`src/atrp_consts.vh`:
```
// constants of the answer-to-reset sequence builder (card side)
// assumes: included by every design file of the block, hclk is the card clock
//
// Contract
// - format byte: indicator high, history count low
// - structural byte: next indicator high, type low
// - indicator bits order TA TB TC TD
// - types ascending, never type 15 first
// - exactly K historical bytes follow, K<=15
// - check byte unless only type 0; xor zero
// - card avoids deprecated bytes; reader ignores them (sequencer still sends TB1/TB2 and sets the TBDEP status bit)
// - card sends with plain 12 etu guard
// - sequence after initial character at most 32 bytes
`ifndef ATRP_CONSTS_VH
`define ATRP_CONSTS_VH

// ---------------------------------------------------------------
// register map (byte addresses)
// ---------------------------------------------------------------
`define ATRP_OFF_CTRL 8'h00
`define ATRP_OFF_STAT 8'h04
`define ATRP_OFF_TCK 8'h08
`define ATRP_OFF_BUF 8'h40
`define ATRP_OFF_BUF_END 8'hc0
`define ATRP_CTRL_START 0
`define ATRP_ST_BUSY 0
`define ATRP_ST_DONE 1
`define ATRP_ST_ORDER 2
`define ATRP_ST_T15 3
`define ATRP_ST_LEN 4
`define ATRP_ST_TBDEP 5
`define ATRP_ST_TCK 6
`define ATRP_ST_CNT_LO 8

// ---------------------------------------------------------------
// sequence structure
// ---------------------------------------------------------------
`define ATRP_MAX_LEN 6'h20
`define ATRP_AW 5
`define ATRP_TYPE_GLOBAL 4'hf
`define ATRP_TYPE_ZERO 4'h0
`define ATRP_IND_TD 2'h3
`define ATRP_IND_TB 2'h1
`define ATRP_GT_ETU 12
`define ATRP_FD 372
`define ATRP_START_WAIT 13'h0002

`endif

```
`src/atrp_mem.v`:
```
// 32-byte image of the sequence to send, written by software
// assumes: one write port, one read port, read data registered
`timescale 1ns/1ps
`include "atrp_consts.vh"
module atrp_mem (
	input wire hclk,
	input wire we,
	input wire [`ATRP_AW-1:0] waddr,
	input wire [7:0] wdata,
	input wire [`ATRP_AW-1:0] raddr,
	output reg [7:0] rdata
);
	reg [7:0] mem [0:(1<<`ATRP_AW)-1];

	always @(posedge hclk) begin
		if (we) begin
			mem[waddr] <= wdata;
		end
		rdata <= mem[raddr];
	end
endmodule // atrp_mem

```
`src/atrp_top.v`:
```
// card-side answer-to-reset byte sequencer with AHB-Lite registers
// assumes: software loads the image from the format byte on, then starts;
// bytes go out on tx_data with a one-cycle tx_valid, one per guard time
`timescale 1ns/1ps
`include "atrp_consts.vh"
module atrp_top #(
	parameter [12:0] GT_CYCLES = `ATRP_GT_ETU * `ATRP_FD
) (
	input wire hclk,
	input wire hresetn,
	input wire hsel,
	input wire [31:0] haddr,
	input wire [1:0] htrans,
	input wire hwrite,
	input wire [2:0] hsize,
	input wire [31:0] hwdata,
	input wire hready,
	output wire hreadyout,
	output wire hresp,
	output reg [31:0] hrdata,
	output reg [7:0] tx_data,
	output reg tx_valid
);
	localparam S_IDLE = 1'b0;
	localparam S_RUN = 1'b1;
	localparam P_T0 = 3'd0;
	localparam P_IF = 3'd1;
	localparam P_HIST = 3'd2;
	localparam P_TCK = 3'd3;
	localparam P_END = 3'd4;

	// ---------------------------------------------------------------
	// helpers
	// ---------------------------------------------------------------
	// lowest pending indicator bit: TA, TB, TC, then TD
	function [1:0] first_ind;
		input [3:0] y;
		begin
			if (y[0]) first_ind = 2'd0;
			else if (y[1]) first_ind = 2'd1;
			else if (y[2]) first_ind = 2'd2;
			else first_ind = 2'd3;
		end
	endfunction

	// what follows once the pending indicator and history are known
	function [2:0] next_phase;
		input [3:0] y;
		input [3:0] k;
		input tck;
		begin
			if (y != 4'h0) next_phase = P_IF;
			else if (k != 4'h0) next_phase = P_HIST;
			else if (tck) next_phase = P_TCK;
			else next_phase = P_END;
		end
	endfunction

	// ---------------------------------------------------------------
	// AHB-Lite slave, zero wait states
	// ---------------------------------------------------------------
	reg wr_pend_reg;
	reg [7:0] wr_addr_reg;
	wire acc = hsel & htrans[1] & hready;
	assign hreadyout = 1'b1;
	assign hresp = 1'b0;
	wire wr_now = wr_pend_reg;
	// image window spans 32 words; index taken relative to its base
	wire [7:0] buf_off = wr_addr_reg - `ATRP_OFF_BUF;
	wire buf_we = wr_now & (wr_addr_reg >= `ATRP_OFF_BUF) & (wr_addr_reg < `ATRP_OFF_BUF_END);
	wire start_wr = wr_now & (wr_addr_reg == `ATRP_OFF_CTRL) & hwdata[`ATRP_CTRL_START];

	// ---------------------------------------------------------------
	// sequencer state
	// ---------------------------------------------------------------
	reg state_reg;
	reg [2:0] phase_reg;
	reg [12:0] cnt_reg;
	reg [3:0] y_reg;
	reg [3:0] k_reg;
	reg [3:0] last_t_reg;
	reg td_seen_reg;
	reg [3:0] grp_reg;
	reg tck_need_reg;
	reg [7:0] xor_reg;
	reg [5:0] sent_reg;
	reg done_reg, order_err_reg, t15_err_reg, len_err_reg, tbdep_reg, tck_sent_reg;
	wire [7:0] mem_rd;

	atrp_mem u_mem (
		.hclk(hclk),
		.we(buf_we),
		.waddr(buf_off[`ATRP_AW+1:2]),
		.wdata(hwdata[7:0]),
		.raddr(sent_reg[`ATRP_AW-1:0]),
		.rdata(mem_rd)
	);

	wire fire = (state_reg == S_RUN) & (cnt_reg == 13'h0000);
	wire [7:0] cur_byte = (phase_reg == P_TCK) ? xor_reg : mem_rd;
	wire [1:0] ind = first_ind(y_reg);
	wire [3:0] cur_t = cur_byte[3:0];
	wire is_td = (phase_reg == P_IF) & (ind == `ATRP_IND_TD);
	wire bad_t15 = is_td & ~td_seen_reg & (cur_t == `ATRP_TYPE_GLOBAL);
	wire bad_order = is_td & td_seen_reg & (cur_t < last_t_reg);
	wire too_long = (sent_reg == `ATRP_MAX_LEN);

	reg [2:0] phase_next;
	reg [3:0] y_next, k_next;
	reg tck_next;
	always @* begin
		y_next = y_reg;
		k_next = k_reg;
		tck_next = tck_need_reg;
		phase_next = P_END;
		case (phase_reg)
			P_T0: begin
				y_next = cur_byte[7:4];
				k_next = cur_byte[3:0];
				phase_next = next_phase(y_next, k_next, tck_next);
			end
			P_IF: begin
				if (ind == `ATRP_IND_TD) begin
					y_next = cur_byte[7:4];
					tck_next = tck_need_reg | (cur_t != `ATRP_TYPE_ZERO);
				end else begin
					y_next = y_reg & ~(4'h1 << ind);
				end
				phase_next = next_phase(y_next, k_next, tck_next);
			end
			P_HIST: begin
				k_next = k_reg - 4'h1;
				phase_next = next_phase(4'h0, k_next, tck_next);
			end
			default: begin
				phase_next = P_END;
			end
		endcase
	end

	// ---------------------------------------------------------------
	// sequencer
	// ---------------------------------------------------------------
	always @(posedge hclk or negedge hresetn) begin
		if (!hresetn) begin
			state_reg <= S_IDLE;
			phase_reg <= P_T0;
			cnt_reg <= 13'h0000;
			y_reg <= 4'h0;
			k_reg <= 4'h0;
			last_t_reg <= 4'h0;
			td_seen_reg <= 1'b0;
			grp_reg <= 4'h0;
			tck_need_reg <= 1'b0;
			xor_reg <= 8'h00;
			sent_reg <= 6'h00;
			done_reg <= 1'b0;
			order_err_reg <= 1'b0;
			t15_err_reg <= 1'b0;
			len_err_reg <= 1'b0;
			tbdep_reg <= 1'b0;
			tck_sent_reg <= 1'b0;
			tx_data <= 8'h00;
			tx_valid <= 1'b0;
		end else begin
			tx_valid <= 1'b0;
			if (state_reg == S_IDLE) begin
				if (start_wr) begin
					state_reg <= S_RUN;
					phase_reg <= P_T0;
					cnt_reg <= `ATRP_START_WAIT;
					y_reg <= 4'h0;
					k_reg <= 4'h0;
					last_t_reg <= 4'h0;
					td_seen_reg <= 1'b0;
					grp_reg <= 4'h1;
					tck_need_reg <= 1'b0;
					xor_reg <= 8'h00;
					sent_reg <= 6'h00;
					done_reg <= 1'b0;
					order_err_reg <= 1'b0;
					t15_err_reg <= 1'b0;
					len_err_reg <= 1'b0;
					tbdep_reg <= 1'b0;
					tck_sent_reg <= 1'b0;
				end
			end else if (!fire) begin
				cnt_reg <= cnt_reg - 13'h0001;
			end else if (too_long) begin
				len_err_reg <= 1'b1;
				state_reg <= S_IDLE;
			end else if (bad_t15 | bad_order) begin
				t15_err_reg <= bad_t15;
				order_err_reg <= bad_order;
				state_reg <= S_IDLE;
			end else begin
				tx_data <= cur_byte;
				tx_valid <= 1'b1;
				xor_reg <= xor_reg ^ cur_byte;
				sent_reg <= sent_reg + 6'h01;
				cnt_reg <= GT_CYCLES - 13'h0001;
				y_reg <= y_next;
				k_reg <= k_next;
				tck_need_reg <= tck_next;
				phase_reg <= phase_next;
				if (phase_reg == P_TCK) begin
					tck_sent_reg <= 1'b1;
				end
				if (is_td) begin
					td_seen_reg <= 1'b1;
					last_t_reg <= cur_t;
					grp_reg <= grp_reg + 4'h1;
				end
				if ((phase_reg == P_IF) & (ind == `ATRP_IND_TB) & (grp_reg < 4'h3)) begin
					tbdep_reg <= 1'b1;
				end
				if (phase_next == P_END) begin
					state_reg <= S_IDLE;
					done_reg <= 1'b1;
				end
			end
		end
	end

	// ---------------------------------------------------------------
	// bus registers
	// ---------------------------------------------------------------
	wire [31:0] stat_word = {18'h00000, sent_reg, 1'b0, tck_sent_reg, tbdep_reg,
		len_err_reg, t15_err_reg, order_err_reg, done_reg, state_reg};

	always @(posedge hclk or negedge hresetn) begin
		if (!hresetn) begin
			wr_pend_reg <= 1'b0;
			wr_addr_reg <= 8'h00;
			hrdata <= 32'h00000000;
		end else begin
			wr_pend_reg <= acc & hwrite;
			if (acc) begin
				wr_addr_reg <= haddr[7:0];
			end
			if (acc & ~hwrite) begin
				if (haddr[7:0] == `ATRP_OFF_STAT) begin
					hrdata <= stat_word;
				end else if (haddr[7:0] == `ATRP_OFF_TCK) begin
					hrdata <= {24'h000000, xor_reg};
				end else begin
					hrdata <= 32'h00000000;
				end
			end
		end
	end
endmodule // atrp_top

```
`config.mk`:
```
export PLATFORM = sky130hd
export DESIGN_NAME = atrp_top
export DESIGN_NICKNAME = d
export VERILOG_FILES = /design/src/atrp_mem.v /design/src/atrp_top.v
export VERILOG_INCLUDE_DIRS = /design/src
export SDC_FILE = /design/constraint.sdc
export NUM_CORES = 1
export LEC_CHECK = 0
export ABC_AREA = 1
export BUFFER_PORTS_ARGS = -buffer_cell sky130_fd_sc_hd__buf_2
export CELL_PAD_IN_SITES_DETAIL_PLACEMENT = 0
export CELL_PAD_IN_SITES_GLOBAL_PLACEMENT = 1
export CORE_MARGIN = 2
export CORE_UTILIZATION = 40
export DETAILED_ROUTE_END_ITERATION = 7
export GPL_ROUTABILITY_DRIVEN = 0
export PLACE_DENSITY = 0.68
export SETUP_SLACK_MARGIN = 0.4
export SYNTH_ARGS = -nofsm -noshare
export SYNTH_HDL_FRONTEND = slang
export SYNTH_SLANG_ARGS = --single-unit
```
`constraint.sdc`:
```
create_clock -name hclk -period 2.6 [get_ports hclk]
set_clock_uncertainty 0.2 [all_clocks]
set_input_delay 0.39 -clock hclk [delete_from_list [all_inputs] [get_ports hclk]]
set_output_delay 0.39 -clock hclk [all_outputs]
set_load 0.01 [all_outputs]
```
==> flow_metrics.py <==
metrics = {
    "run_status": {
        "status": "completed",
    },
    "power": {
        "power.switching_mw": 2.47,
        "p_sw_frac": 0.210,
        "p_int_mw": 9.27,
        "power_frac_seq": 0.517,
        "p_per_area_nw_per_um2": 610,
        "total_leakage_power_nw": 7.44,
        "pwr-share-comb": 0.026,
        "p_clk_frac": 0.458,
        "peakVddDrop_uv": 561,
    },
    "grt": {
        "grt_util_met1": 0.285,
        "grt-busiest-layer": "met2",
        "antenna_found_initial": 0,
        "gr-total-overflow": 0,
        "grt_pass1_wl_um": 63200,
        "grt_pass1_vias": 10805,
        "grt_start_max_net_pins": 88,
        "grtUsageMet2": 0.355,
        "met3_usage": 0.0301,
        "grt_use_total": 0.211,
    },
    "drt": {
        "wire_per_inst_um": 19.4,
        "drt_iter0_markers": 840,
        "dr.pass1.iters": 5,
        "routed_wl_um": 42200,
        "drc": 0,
        "ant_nets": 0,
        "dr_total_vias": 11321,
        "vias_per_cell": 5.21,
    },
    "worst_hold_path": {
        "whs_path_depth": 4,
        "hold_class": "input port to flip-flop",
    },
    "timing": {
        "layout_min_cycle_time_ps": 2410,
        "fin_tns_setup_ps": 0,
        "setup_viol": 0,
        "drv_slew": 0,
        "maxSlewHeadroom": 0.549,
        "timing.final.ws_setup_ps": 194,
        "post-route-period-util": 0.926,
        "grt_setup_unrepaired": "true",
        "fmax_ghz": 0.416,
        "tightest_slew_ps": 676,
        "finalHoldViolCount": 0,
    },
    "die": {
        "initial_core_util": 0.407,
        "die-height_um": 200,
        "rows": 71,
        "die_area_um2": 40000,
        "core_um2": 37800,
        "ios": 117,
        "die_w_um": 200,
    },
    "place": {
        "port_buffers": 44,
        "dp_slack_ps": 90.3,
        "dpl.hpwl_um": 26500,
    },
    "finish": {
        "multi_input_area_um2": 5280,
        "nFillCells": 3369,
        "drive_gt1_frac": 0.248,
        "ff_latch_area_um2": 10000,
        "fin_nets": 1713,
        "largest_reg_flops": 256,
        "area_growth_pct": 25.3,
        "diodes": 0,
    },
    "synth": {
        "synth_top_cell_by_area": "edfxtp_1",
        "post-synth-top-count-cell": "edfxtp_1",
        "syn-mean-instance-area_um2": 10.5,
        "synth-edff-count": 256,
        "synth_cell_type_count": 44,
        "netlist_area_um2": 15400,
        "yosys_register_bits": 351,
        "ys.flop_type": "edfxtp_1",
        "yosysSeqAreaShare": 0.653,
        "syn_inst": 1466,
        "synth.area.top_cells": "edfxtp_1 (50%), dfrtp_1 (14%), nand2_1 (5.9%)",
        "synthArstFlopShare": 0.248,
        "synth_commonest_cells": "edfxtp_1 (256), nand2_1 (243), nor2_1 (225)",
        "netlist.area_leader.share": 0.501,
        "yosys_warnings": 0,
    },
    "worst_setup_path": {
        "crit_slowest_cell": "dfrtp_1",
        "critPathLaunchType": "flip-flop",
        "worst_ep_required_time_ps": 2870,
        "crit_path_end_kind": "flip-flop",
        "path_cells": "inv_2 -> nand3_4 -> buf_6 -> nand2_4 -> nand2_8 -> ha_4 -> nand2_2 -> nand2_2 -> nand2_4 -> nand4_1 -> nand3_2 -> nor2_4 -> buf_4 -> nand3_1 -> nand2_1",
        "worstRegToRegCells": 15,
        "cpPeakStageDelay_ps": 390,
        "ff2ff_setup_slack_ps": 190,
        "crit_fanout": 6,
        "arrival_ps": 2670,
        "path_class": "flip-flop to flip-flop",
    },
    "clocking": {
        "numCtsBuffers": 39,
        "root_buffer": "clkbuf_16",
        "max-clock-path-buffers": 3,
        "clk_pin_slew_ps": 60,
        "cts.sinks": 351,
        "htreeDepth": 2,
        "cts_tree": "built",
        "clk_latency_ps": 540,
    },
    "run": {
        "maxCapViolations": 0,
    },
}
-- what timing repair did --
action	in CTS	in global routing
buffers inserted	17	12
hold endpoints to repair	73	0
pin swaps	29	28
setup endpoints to repair	80	82
hold buffers	10	0
gates resized for setup	81	114
gates cloned	2	4
-- metrics by stage --
step	cells	power (mW)	cell area [um2]	hold WS, ps	util
finish	2171	11.7	19200	131	0.509
global route	2171	12.1	19200	129	0.509
floorplan	1484	6.28	15600	-106	-
global placement	2054	6.46	16900	158	0.446
detailed placement	2054	6.46	16900	164	0.446
CTS	2155	11.8	18700	109	0.495
-- worst max-delay path: cells and delay by family (launching register included) --
family	cells	cell delay [ps]
buffers and inverters	3	400
adder cells (fa/ha/maj)	1	260
flip-flops	1	390
AND/OR/NAND/NOR	11	1080
-- power by group through the flow --
stage	clock network (mW)	registers, mW	logic, mW
global route	5.74	6.06	0.331
global placement	0	6.18	0.282
finish	5.37	6.06	0.300
detailed placement	0	6.18	0.286
floorplan	0	6.18	0.108
CTS	5.47	6.06	0.300
-- placed cells by master (no fill, tap or decap), drive strengths merged, types with 19 or more instances in the layout --
master  count
o22ai      41
nand2     255
o221ai     25
inv        94
clkinv     19
o21ai     183
nand4      22
conb       20
clkbuf     53
buf       178
nand3      96
dfrtp      87
nor2      231
a21oi      19
edfxtp    256
-- metal layers --
layer / part of all wire / vias up / wire [um]
met5: 0 / - / 0
met4: 0.027 / 0 / 1150
met3: 0.050 / 67 / 2100
met2: 0.49 / 258 / 20700
met1: 0.43 / 5579 / 18200
li1: - / 5417 / -
-- cell type report --
cell class	count	share of cell area
multi-input cells	950	0.274
inverters	97	0.0211
clock inverters	21	0.00891
repair buffers	190	0.0846
well taps	511	0.0332
clock buffers	51	0.0563
flip-flops and latches	351	0.522
-- worst paths after layout --
path | from | to
worst min-delay path | htrans[1] | wr_now
worst max register to register | phase_reg[2] | last_t_reg[2]
max in group asynchronous | hresetn | cnt_reg[9]
worst max-delay path | phase_reg[2] | last_t_reg[2]
worst min register to register | grp_reg[3] | grp_reg[3]
min in group asynchronous | hresetn | tx_data[1]
-- logic make-up (layout without fill, tap and decap cells) --
logic type	count (synthesis)	count (layout)	synth area share
xor+xnor	14	14	0.00799
fa+ha+maj	10	10	0.00815
simple gates	619	621	0.172
mux	1	1	0.000733
flops	351	351	0.653
compound gates	284	284	0.106
other cells	2	20	0.000489
buf+inv	185	359	0.0523
(Power assumes the default switching activity.)
